==> config.mk <==
export PLATFORM = sky130hd
export DESIGN_NAME = event_flag_irq
export DESIGN_NICKNAME = d
export VERILOG_FILES = /design/src/event_flag_pkg.sv /design/src/flag_bank_if.sv /design/src/flag_bank.sv /design/src/event_flag_irq.sv
export VERILOG_INCLUDE_DIRS = /design/src
export SDC_FILE = /design/constraint.sdc
export NUM_CORES = 1
export LEC_CHECK = 0
export BUFFER_PORTS_ARGS = -buffer_cell sky130_fd_sc_hd__buf_2
export CAP_MARGIN = 25
export CORE_MARGIN = 1
export CORE_UTILIZATION = 46
export DETAILED_ROUTE_END_ITERATION = 7
export PLACE_DENSITY = 0.67
export SKIP_CTS_REPAIR_TIMING = 1
export SLEW_MARGIN = 20
export SYNTH_ARGS = -nofsm -noshare
export SYNTH_HDL_FRONTEND = slang
export SYNTH_SLANG_ARGS = --single-unit
==> constraint.sdc <==
create_clock -name sys_clk_in -period 4.1 [get_ports sys_clk_in]
set_clock_uncertainty 0.2 [all_clocks]
set_input_delay 0.205 -clock sys_clk_in [delete_from_list [all_inputs] [get_ports sys_clk_in]]
set_output_delay 0.205 -clock sys_clk_in [all_outputs]
set_load 0.05 [all_outputs]
==> src/event_flag_defines.svh <==
// Register offsets, field sizes and reset values for the event flag block
`ifndef EVENT_FLAG_DEFINES_SVH
`define EVENT_FLAG_DEFINES_SVH

`define EFI_NUM_FLAGS 11
`define EFI_LO_FLAGS 8
`define EFI_HI_FLAGS 3
`define EFI_ADDR_W 8
`define EFI_DATA_W 8

`define EFI_OFS_ENABLE_LO 8'h03
`define EFI_OFS_ENABLE_HI 8'h04
`define EFI_OFS_FLAG_LO 8'h05
`define EFI_OFS_FLAG_HI 8'h06
`define EFI_OFS_ROUTE_A 8'h07
`define EFI_OFS_ROUTE_B 8'h08

`define EFI_ENABLE_RESET 11'h000
`define EFI_ROUTE_RESET 11'h000
`define EFI_FLAG_RESET 11'h000
`define EFI_BYTE_ZERO 8'h00

`endif

==> src/event_flag_pkg.sv <==
// Types shared by the event flag modules
package event_flag_pkg;
  `include "event_flag_defines.svh"

  typedef logic [`EFI_NUM_FLAGS-1:0] flag_vec_t;
  typedef logic [`EFI_DATA_W-1:0] reg_byte_t;
  typedef logic [`EFI_ADDR_W-1:0] reg_addr_t;
endpackage : event_flag_pkg

==> src/flag_bank_if.sv <==
// Carrier between the register logic and the flag bank
`timescale 1ns/10ps
interface flag_bank_if;
  import event_flag_pkg::*;
  flag_vec_t enable;
  flag_vec_t clear_w1c;
  logic clear_all;
  flag_vec_t flag_read;
  flag_vec_t flag_latched;

  modport ctrl (
    output enable,
    output clear_w1c,
    output clear_all,
    input flag_read,
    input flag_latched
  );
  modport bank (
    input enable,
    input clear_w1c,
    input clear_all,
    output flag_read,
    output flag_latched
  );
endinterface : flag_bank_if

==> src/flag_bank.sv <==
// Synchronisers, edge detection and latches for all event flags
`timescale 1ns/10ps
`include "event_flag_defines.svh"
module flag_bank
  import event_flag_pkg::*;
(
  input wire logic sys_clk_in,
  input wire logic rst_in,
  input wire flag_vec_t event_source_in,
  flag_bank_if.bank bank
);
  flag_vec_t sync1_reg;
  flag_vec_t sync2_reg;
  flag_vec_t prev_reg;
  flag_vec_t latched_reg;
  flag_vec_t rise;
  flag_vec_t set_evt;

  // Sources come from other clock domains such as the PLL
  always_ff @(posedge sys_clk_in) begin
    if (rst_in) begin
      sync1_reg <= `EFI_FLAG_RESET;
      sync2_reg <= `EFI_FLAG_RESET;
      prev_reg <= `EFI_FLAG_RESET;
    end else begin
      sync1_reg <= event_source_in;
      sync2_reg <= sync1_reg;
      prev_reg <= sync2_reg;
    end
  end

  assign rise = sync2_reg & ~prev_reg;
  assign set_evt = rise & bank.enable;

  // Set beats a same-cycle write-one clear so no edge is lost
  always_ff @(posedge sys_clk_in) begin
    if (rst_in || bank.clear_all) begin
      latched_reg <= `EFI_FLAG_RESET;
    end else begin
      latched_reg <= set_evt | (latched_reg & ~bank.clear_w1c);
    end
  end

  assign bank.flag_latched = latched_reg;
  // Disabled flags show the live synchronised level
  assign bank.flag_read = (latched_reg & bank.enable) | (sync2_reg & ~bank.enable);
endmodule : flag_bank

==> src/event_flag_irq.sv <==
// Event flag registers and open-drain interrupt request pins
//
// Functional notes
// - Every flag watches one status source and owns one interrupt enable bit.
// - Enabled flag latches on source rising edge and then requests an interrupt.
// - Disabled flag reads the live source level and never requests.
// - Writing one to a latched flag bit clears it.
// - Hardware or software reset clears every latched flag.
// - Both request pins work alike; any enabled latched flag can drive its pin.
// - Route bits at 0x07 and 0x08 pick pin: 0 first, 1 second.
// - Writing a flag bit also releases a source that is held internally.
// - Eleven flags at 0x05 and 0x06, their enables at 0x03 and 0x04.
// - Request pins are open-drain and active low, pulling low only.
`timescale 1ns/10ps
`include "event_flag_defines.svh"
module event_flag_irq
  import event_flag_pkg::*;
(
  input wire logic sys_clk_in,
  input wire logic rst_in,
  input wire logic soft_rst_in,
  input wire reg_addr_t reg_addr_in,
  input wire reg_byte_t reg_wdata_in,
  input wire logic reg_wr_in,
  input wire logic reg_rd_in,
  output reg_byte_t reg_rdata_out,
  output logic reg_rvalid_out,
  input wire flag_vec_t event_source_in,
  output flag_vec_t source_release_out,
  input wire logic request_pin_first_in,
  output logic request_pin_first_out,
  output logic request_pin_first_oe_out,
  input wire logic request_pin_second_in,
  output logic request_pin_second_out,
  output logic request_pin_second_oe_out
);
  flag_bank_if fb ();

  flag_vec_t enable_reg;
  flag_vec_t route_reg;
  flag_vec_t release_reg;
  reg_byte_t rdata_reg;
  logic rvalid_reg;
  logic oe_first_reg;
  logic oe_second_reg;
  flag_vec_t w1c_mask;
  flag_vec_t active;
  reg_byte_t rdata_next;
  logic wr_flag_lo;
  logic wr_flag_hi;
  logic [1:0] line_first_sync_reg;
  logic [1:0] line_second_sync_reg;

  flag_bank u_flag_bank (
    .sys_clk_in(sys_clk_in),
    .rst_in(rst_in),
    .event_source_in(event_source_in),
    .bank(fb.bank)
  );

  assign wr_flag_lo = reg_wr_in && (reg_addr_in == `EFI_OFS_FLAG_LO);
  assign wr_flag_hi = reg_wr_in && (reg_addr_in == `EFI_OFS_FLAG_HI);

  always_comb begin
    w1c_mask = `EFI_FLAG_RESET;
    if (wr_flag_lo) begin
      w1c_mask[`EFI_LO_FLAGS-1:0] = reg_wdata_in;
    end
    if (wr_flag_hi) begin
      w1c_mask[`EFI_NUM_FLAGS-1:`EFI_LO_FLAGS] = reg_wdata_in[`EFI_HI_FLAGS-1:0];
    end
  end

  assign fb.enable = enable_reg;
  assign fb.clear_w1c = w1c_mask;
  assign fb.clear_all = soft_rst_in;

  // Enable registers, one bit per flag
  always_ff @(posedge sys_clk_in) begin
    if (rst_in) begin
      enable_reg <= `EFI_ENABLE_RESET;
    end else if (reg_wr_in && reg_addr_in == `EFI_OFS_ENABLE_LO) begin
      enable_reg[`EFI_LO_FLAGS-1:0] <= reg_wdata_in;
    end else if (reg_wr_in && reg_addr_in == `EFI_OFS_ENABLE_HI) begin
      enable_reg[`EFI_NUM_FLAGS-1:`EFI_LO_FLAGS] <= reg_wdata_in[`EFI_HI_FLAGS-1:0];
    end
  end

  // Route registers
  always_ff @(posedge sys_clk_in) begin
    if (rst_in) begin
      route_reg <= `EFI_ROUTE_RESET;
    end else if (reg_wr_in && reg_addr_in == `EFI_OFS_ROUTE_A) begin
      route_reg[`EFI_LO_FLAGS-1:0] <= reg_wdata_in;
    end else if (reg_wr_in && reg_addr_in == `EFI_OFS_ROUTE_B) begin
      route_reg[`EFI_NUM_FLAGS-1:`EFI_LO_FLAGS] <= reg_wdata_in[`EFI_HI_FLAGS-1:0];
    end
  end

  // Release pulse lets internally held sources drop with the flag
  always_ff @(posedge sys_clk_in) begin
    if (rst_in) begin
      release_reg <= `EFI_FLAG_RESET;
    end else begin
      release_reg <= w1c_mask;
    end
  end
  assign source_release_out = release_reg;

  always_comb begin
    rdata_next = `EFI_BYTE_ZERO;
    case (reg_addr_in)
      `EFI_OFS_ENABLE_LO: rdata_next = enable_reg[`EFI_LO_FLAGS-1:0];
      `EFI_OFS_ENABLE_HI: rdata_next[`EFI_HI_FLAGS-1:0] =
          enable_reg[`EFI_NUM_FLAGS-1:`EFI_LO_FLAGS];
      `EFI_OFS_FLAG_LO: rdata_next = fb.flag_read[`EFI_LO_FLAGS-1:0];
      `EFI_OFS_FLAG_HI: rdata_next[`EFI_HI_FLAGS-1:0] =
          fb.flag_read[`EFI_NUM_FLAGS-1:`EFI_LO_FLAGS];
      `EFI_OFS_ROUTE_A: rdata_next = route_reg[`EFI_LO_FLAGS-1:0];
      `EFI_OFS_ROUTE_B: rdata_next[`EFI_HI_FLAGS-1:0] =
          route_reg[`EFI_NUM_FLAGS-1:`EFI_LO_FLAGS];
      default: rdata_next = `EFI_BYTE_ZERO;
    endcase
  end

  // Read data is registered; unmapped addresses read as zero
  always_ff @(posedge sys_clk_in) begin
    if (rst_in) begin
      rdata_reg <= `EFI_BYTE_ZERO;
      rvalid_reg <= 1'b0;
    end else begin
      rvalid_reg <= reg_rd_in;
      if (reg_rd_in) begin
        rdata_reg <= rdata_next;
      end
    end
  end
  assign reg_rdata_out = rdata_reg;
  assign reg_rvalid_out = rvalid_reg;

  // Only enabled, latched flags may request
  assign active = fb.flag_latched & enable_reg;

  always_ff @(posedge sys_clk_in) begin
    if (rst_in) begin
      oe_first_reg <= 1'b0;
      oe_second_reg <= 1'b0;
    end else begin
      oe_first_reg <= |(active & ~route_reg);
      oe_second_reg <= |(active & route_reg);
    end
  end

  // Request lines are shared wired-OR nets from outside, so two flops first;
  // the level only tells that someone pulls, never which device
  always_ff @(posedge sys_clk_in) begin
    if (rst_in) begin
      line_first_sync_reg <= 2'h3;
      line_second_sync_reg <= 2'h3;
    end else begin
      line_first_sync_reg <= {line_first_sync_reg[0], request_pin_first_in};
      line_second_sync_reg <= {line_second_sync_reg[0], request_pin_second_in};
    end
  end

  // Open drain: the data line is always low, only the enable moves
  assign request_pin_first_out = 1'b0;
  assign request_pin_second_out = 1'b0;
  assign request_pin_first_oe_out = oe_first_reg;
  assign request_pin_second_oe_out = oe_second_reg;
endmodule : event_flag_irq

==> After elaboration in Yosys (flattened, before gate mapping) <==
Index checks and enable logic that the tools add are counted.
{ "word_totals": {"elab_cells": 49, "reg_bits": 88} }
{ "op_classes": {"n_eq_ne": 6, "muxes": 4, "bitwise_logic": 15, "reduce_logical": 11} }
{ "op_table": {"columns": ["op", "n"], "rows": [
  ["bitwise AND 11 bit", 7],
  ["inverter 11 bit", 4],
  ["equality test 8 x 3 -> 1 bit, second input constant", 4],
  ["OR 11 bit", 2],
  ["OR reduction 11 bit", 2],
  ["one-hot mux 3 bit (6 select lines)", 1],
  ["one-hot mux 5 bit (3 select lines)", 1],
  ["equality test 8 x 2 -> 1 bit, second input constant", 1],
  ["equality test 8 x 4 -> 1 bit, second input constant", 1],
  ["two-way mux 8 bit", 1],
  ["logical AND 1 bit", 6],
  ["AND reduction 2 bit", 2],
  ["two-way mux 3 bit", 1],
  ["inverter 1 bit", 2],
  ["logical OR 1 bit", 1]
]} }

==> Longest topological paths before layout <==
Gate-level depths: netlist of the first run.
{ "logic_depth": {"depth_word": 6, "mapped_depth": 5, "depth_no_buf": 4} }

==> By module <==
A second synthesis of the first run with hierarchy kept.
{ "hier_totals": {"cells_unflattened": 352, "hier_area_um2": 3538.4} }
{ "by_module_without_submodules": {"columns": ["module", "area_each_um2", "cells_per_inst", "seq_area_each_um2", "n_inst"], "rows": [
  ["event_flag_irq", 2048.2, 226, 880.8, 1],
  ["flag_bank", 1490.2, 126, 880.8, 1]
]} }

==> Least setup slack after synthesis of the first run <==
No wires, ideal clock.
{ "synth_path": {"kind": "input to register", "start": "input reg_addr_in[5]", "end": "register enable_reg[0]", "cell_stages": 5, "n_path_buf": 1, "setup_ns": 0.128, "slack_ns": 2.075, "t_arrival_ns": 1.698, "path_cell_list": "or4_4 -> buf_6 -> nor4_4 -> mux2i_1 -> nor2_1"} }
{ "synth_between": {"elab_chain_len": 2} }
{ "synth_rtl": {"columns": ["element", "line_no", "source"], "rows": [
  ["from (decl)", "event_flag_irq.sv:22", "input wire reg_addr_t reg_addr_in,"],
  ["equality test 8 x 2 -> 1 bit", null, null],
  ["logical AND 1 bit (no line)", null, null],
  ["to (signal assigned)", "event_flag_irq.sv:81", "enable_reg <= `EFI_ENABLE_RESET;"],
  ["to (signal, indexed assignment)", "event_flag_irq.sv:83", "enable_reg[`EFI_LO_FLAGS-1:0] <= reg_wdata_in;"],
  ["to (signal, indexed assignment)", "event_flag_irq.sv:85", "enable_reg[`EFI_NUM_FLAGS-1:`EFI_LO_FLAGS] <= reg_wdata_in[`EFI_HI_FLAGS-1:0];"],
  ["to (decl)", "event_flag_irq.sv:39", "flag_vec_t enable_reg;"]
]} }
Every way passes these cells.
A chain may end at the register's enable or synchronous reset.

==> Worst setup path after layout of the first run <==
{ "layout_path": {"start": "input reg_addr_in[5]", "end": "register rdata_reg[1] (netlist: reg_rdata_out[1])"} }
{ "layout_between": {"elab_chain_len": 2} }
{ "layout_rtl": {"columns": ["element", "line_no", "source"], "rows": [
  ["equality test 8 x 4 -> 1 bit (tied with other cells)", "event_flag_irq.sv:112", "case (reg_addr_in)"],
  ["one-hot mux 3 bit (6 select lines) (*)", "event_flag_irq.sv:112", null],
  ["to (signal assigned)", "event_flag_irq.sv:129", "rdata_reg <= `EFI_BYTE_ZERO;"],
  ["to (signal assigned)", "event_flag_irq.sv:134", "rdata_reg <= rdata_next;"],
  ["to (decl)", "event_flag_irq.sv:42", "reg_byte_t rdata_reg;"]
]} }
Every way passes the cells marked *; elsewhere a longest branch is shown, timed or not.

==> impl_metrics.toml, run 1 <==
[synthesis]
synth_seq_cells = 88
yosysSeqAreaShare = 0.5178
yosysTopAreaCellShare = 0.5178
ys_types = 35
yosysTopAreaCell = "dfxtp_1"
syn-cell-area_um2 = 3402
syn_inst = 352
yosys_warnings = 0
async_reset_ff_frac = 0
yosys-top-cells-area = "dfxtp_1, nor2b_1, mux2i_1"
synth-edff-count = 0
ys.flop_type = "dfxtp_1"
syn_area_per_cell_um2 = 9.665

[placed_design]
routabilityCongestion = 0.9147
numPortBuffers = 53
dp_hpwl_um = 5383
dpl_cell_area_um2 = 3727

[detailed_routing]
first_pass_iters = 4
ant_nets = 0
wirelength_um = 7787
via_per_inst = 5.225
routedWlPerCell_um = 14.86
drt_drc_violations_left = 0
num_vias = 2738
drt_iter0_markers = 162

[setup_path]
critPathMaxFanout = 8
r2r-start = "enable_reg[0]"
path_buf_inv = 1
crit_path_start = "reg_addr_in[5]"
arrival_ps = 2120
cp-start-kind = "primary input"
cp_top_family = "simple AND/OR/NAND/NOR gates"
worstPathRequired_ps = 4180
critPathKind = "in2reg"
max_stage_delay_ps = 670
cp_cell_sequence = "buf_2 > or4_4 > nor4_1 > a22oi_1 > a211oi_1"
slowest_stage = "nor4_1"
cp-end-kind = "flop"

[final_layout]
nFillCells = 617
multi_input_area_um2 = 1531
final_layout_size_suffix_gt1_frac = 0.1706
area.growth.synth_to_final_pct = 22.91
layout_common_cells = "dfxtp_1, buf_2, nor2b_1"
antennaDiodeCount = 0
final_net_count = 457
layout_commonest_cell = "dfxtp_1"
fin_area_um2 = 4182
register_area_um2 = 1762

[sta]
post-route-min-period_ps = 2042
slew_headroom = 0.4294
rsz0062_at_grt = "false"
setup_viol = 0
hold_viol = 0
fmax_ghz = 0.4897
tns_ps = 0
slew_viol_final = 0
final.period_utilization = 0.4980
worstMarginPinSlew_ps = 848.1

[clock_tree]
cts_sinks = 88
clk_pin_slew_ps = 90
cts_tree = "built"
cts.htree.levels = 3
clk_latency_ps = 360
cts_root_buffer = "clkbuf_8"
clk_path_buf_depth = 2
cts_made_buffers = 9

[power_and_ir_drop]
irDropWorstVdd_v = 0.0002651
p_sw_frac = 0.2139
combPwrFrac = 0.062
pwr-share-seq = 0.508
leakagePower_nw = 1.687
p_switching_mw = 0.3684
power_density_nw_per_um2 = 411.8
p_clk_frac = 0.430
p_int_mw = 1.354

[die]
core.rowCount = 30
die_x_um = 88
die_y_um = 88
dieArea_um2 = 7744
start_util = 0.4873
fp.coreArea_um2 = 6982
io_pins = 58

[grt]
gr-usage-all-layers = 0.2132
first_global_vias = 2300
grt_pass1_wl_um = 12030
antenna_found_initial = 0
overflow = 0
grt_max_degree = 37

[min_path]
hold_class = "in2reg"
hp-start = "reg_addr_in[6]"

[run]
maxCapViolations = 0

[run_status]
status = "finished, final reports clean"
==> cell usage after synthesis (2+ instances only) <==
master     n
dfxtp_1   88
nor2b_1   41
nor2_1    34
mux2i_1   25
a22o_1    17
o21ai_0   16
a21oi_1   13
nand2_1   13
inv_1     11
nand3_1   11
nand3b_1  11
clkbuf_1  10
and2_1     8
nand2b_1   7
nand4_1    5
nor3_1     5
o22ai_1    5
a21o_1     4
a311oi_1   4
nor4_1     3
a211oi_1   2
a31oi_1    2
a32oi_1    2
buf_1      2
buf_4      2
nor4_4     2
==> area by class of cell <==
type / instances / area share
clock buffer: 12 / 0.03710
sequential: 88 / 0.4213
clock inverter: 4 / 0.02364
multi-input combinational: 239 / 0.3662
tap: 96 / 0.02873
inverter: 11 / 0.009874
timing repair buffer: 74 / 0.1131
==> power by group through the flow <==
stage	logic [mW]	registers (mW)	clock network, mW
floorplan	0.0529	0.900	0
global placement	0.0905	0.895	0
detailed placement	0.0913	0.895	0
CTS	0.0918	0.875	0.754
global route	0.117	0.877	0.801
finish	0.107	0.875	0.740
==> tightest hold or removal path: stages <==
cell and delay [ps]:
buf_2 90, nor4_1 90, a31oi_1 150, a211oi_1 70
==> layer usage <==
metal,share of wire,GRT usage
met1,0.48,0.2949
met2,0.44,0.3129
met3,0.065,0.05749
met4,0.017,0.08942
met5,0,0
==> final timing paths <==
| kind | to | slack, ps | cells past startpoint |
|---|---|---|---|
| worst max-delay path | reg_rdata_out[1] | 2060 | 5 |
| worst min-delay path | reg_rdata_out[1] | 90 | 4 |
| worst max register to register | reg_rdata_out[0] | 2470 | 4 |
| worst min register to register | u_flag_bank.sync2_reg[1] | 240 | 1 |
==> through the flow <==
stage | hold slack [ps] | std cells | utilization | worst slack [ps] | power, mW
2_1_floorplan | 85.07 | 353 | - | 2075 | 0.9532
3_3_place_gp | 212.8 | 488 | 0.5339 | 1619 | 0.9855
3_5_place_dp | 218.0 | 488 | 0.5339 | 1643 | 0.9868
4_1_cts | -163.1 | 504 | 0.5703 | 2030 | 1.721
5_1_grt | 100.2 | 524 | 0.5989 | 1889 | 1.795
6_report | 85.19 | 524 | 0.5989 | 2058 | 1.722
==> cell families after synthesis <==
family                 Yosys count  share of synthesized area
and+or+nand+nor                144                     0.2391
AOI/OAI and AO/OA               68                     0.1353
muxes                           25                    0.07356
DFF                             88                     0.5178
other                            1                   0.001102
buffers and inverters           26                    0.03310
(Power assumes the default switching activity.)
==> run 2, diff against run 1 <==
PLACE_DENSITY = 0.7   (was 0.67)
clock period = 1.75 ns   (was 4.1 ns; I/O delays follow)
==> impl_metrics.toml, run 2 (synthesized netlist as in run 1, its figures left out) <==
[run_status]
status = "finished, final reports clean"

[sta]
finalWorstSetupSlack_ps = 128.9
rsz0062_at_grt = "false"
fmax_ghz = 0.6169
final.period_utilization = 0.9263
post-route-min-period_ps = 1621
setup_viol = 0
hold_viol = 0
slew_viol_final = 0

[die]
io_pins = 58
core.rowCount = 30
start_util = 0.4873
fp.coreArea_um2 = 6982
die_y_um = 88
dieArea_um2 = 7744
die_x_um = 88

[min_path]
hold_depth = 3
hp-start = "soft_rst_in"
min_to = "u_flag_bank.bank.flag_latched[10]"
hold_class = "in2reg"

[placed_design]
routabilityCongestion = 0.9241
pre_cts_slack_ps = -196.2
dp_hpwl_um = 5759
dp.cells = 504
numPortBuffers = 53

[detailed_routing]
via_per_inst = 5.209
drt_drc_violations_left = 0
num_vias = 2818
drt_iter0_markers = 157
first_pass_iters = 4
ant_nets = 0
wirelength_um = 8294
routedWlPerCell_um = 15.33

[setup_path]
reg2reg_setup_slack_ps = 160
cp-end-kind = "flop"
arrival_ps = 1650
critPathKind = "in2reg"
worstPathRequired_ps = 1780
r2r_end = "reg_rdata_out[0]"
critPathMaxFanout = 7
cp-start-kind = "primary input"
reg2reg_depth = 4
r2r-start = "enable_reg[0]"

[final_layout]
final_net_count = 476
area.growth.synth_to_final_pct = 26.70
final_layout_size_suffix_gt1_frac = 0.2000
layout_commonest_cell = "dfxtp_1"
layout_common_cells = "dfxtp_1, buf_2, nor2b_1"
stdcell_count = 541
antennaDiodeCount = 0

[clock_tree]
cts_tree = "built"
cts.htree.levels = 3
clk_pin_slew_ps = 80
cts_made_buffers = 9
cts_sinks = 88
clk_path_buf_depth = 2
cts_root_buffer = "clkbuf_8"
clk_latency_ps = 350

[grt]
grt_pass1_wl_um = 12780
grt_max_degree = 54
gr-usage-all-layers = 0.2243
antenna_found_initial = 0
first_global_vias = 2507
overflow = 0

[power_and_ir_drop]
leakagePower_nw = 1.761
irDropWorstVdd_v = 0.0006390
power_density_nw_per_um2 = 854.6

[run]
maxCapViolations = 0
run 2: cell types whose count changed in the layout (fill, tap and decap cells not counted):
cell and change:
or4_4 +1, bufinv_16 -2, clkbuf_8 -1, buf_12 +3, or4_1 -1, inv_6 -1, clkinv_2 +1, dlygate4sd3_1 +3
nor4_1 -1, buf_4 +13, clkinv_4 +1, nor4_2 +1
run 2: through the flow:
step                power, mW  TNS (ps)  utilization  instance area (um2)  hold slack, ps
finish                  3.684         0       0.6174                 4310           7.213
global route            3.841         0       0.6174                 4310           12.43
CTS                     3.677         0       0.5844                 4080          -269.7
detailed placement      2.328     -2785       0.5579                 3895           101.0
global placement        2.325     -2179       0.5579                 3895           94.16
floorplan               2.234    -873.6            -                 3416          -32.43
run 2: cell type report:
cell class / count / area (um2)
Clock inverter: 3 / 43.79
Clock buffer: 11 / 141.4
Inverter: 11 / 41.29
Multi-Input combinational cell: 239 / 1541
Sequential cell: 88 / 1762
Tap cell: 96 / 120.1
Timing Repair Buffer: 93 / 660.6
Fill cell: 600 / 2671
run 2: critical path, cell delays in order:
cell and delay [ps]:
buf_2 140, dlygate4sd3_1 570, or4_4 580, o21ai_0 190, a21oi_1 80
run 2: worst max path at each step:
| stage | start | to | slack, ps |
|---|---|---|---|
| after floorplan | reg_addr_in[5] | u_flag_bank.bank.flag_latched[8] | -50 |
| after global placement | reg_addr_in[5] | u_flag_bank.bank.flag_latched[10] | -150 |
| after detailed placement | reg_addr_in[5] | u_flag_bank.bank.flag_latched[8] | -200 |
| after CTS | reg_addr_in[5] | u_flag_bank.bank.flag_latched[8] | 170 |
| after global routing | reg_addr_in[0] | u_flag_bank.bank.flag_latched[10] | 50 |
| final | reg_addr_in[0] | u_flag_bank.bank.flag_latched[8] | 130 |
run 2: where the power goes:
group | internal, mW | leakage [nW] | switching (mW) | total (mW)
clock network | 0.685 | 0.0952 | 0.676 | 1.36
logic | 0.118 | 0.950 | 0.153 | 0.272
registers | 2.04 | 0.715 | 0.0151 | 2.05
run 2: metal layers:
| layer | global-route usage | vias up | wire (um) |
|---|---|---|---|
| li1 | - | 1404 | - |
| met1 | 0.2955 | 1303 | 4002 |
| met2 | 0.3545 | 95 | 3774 |
| met3 | 0.04995 | 16 | 344 |
| met4 | 0.09389 | 0 | 173 |
| met5 | 0 | - | 0 |
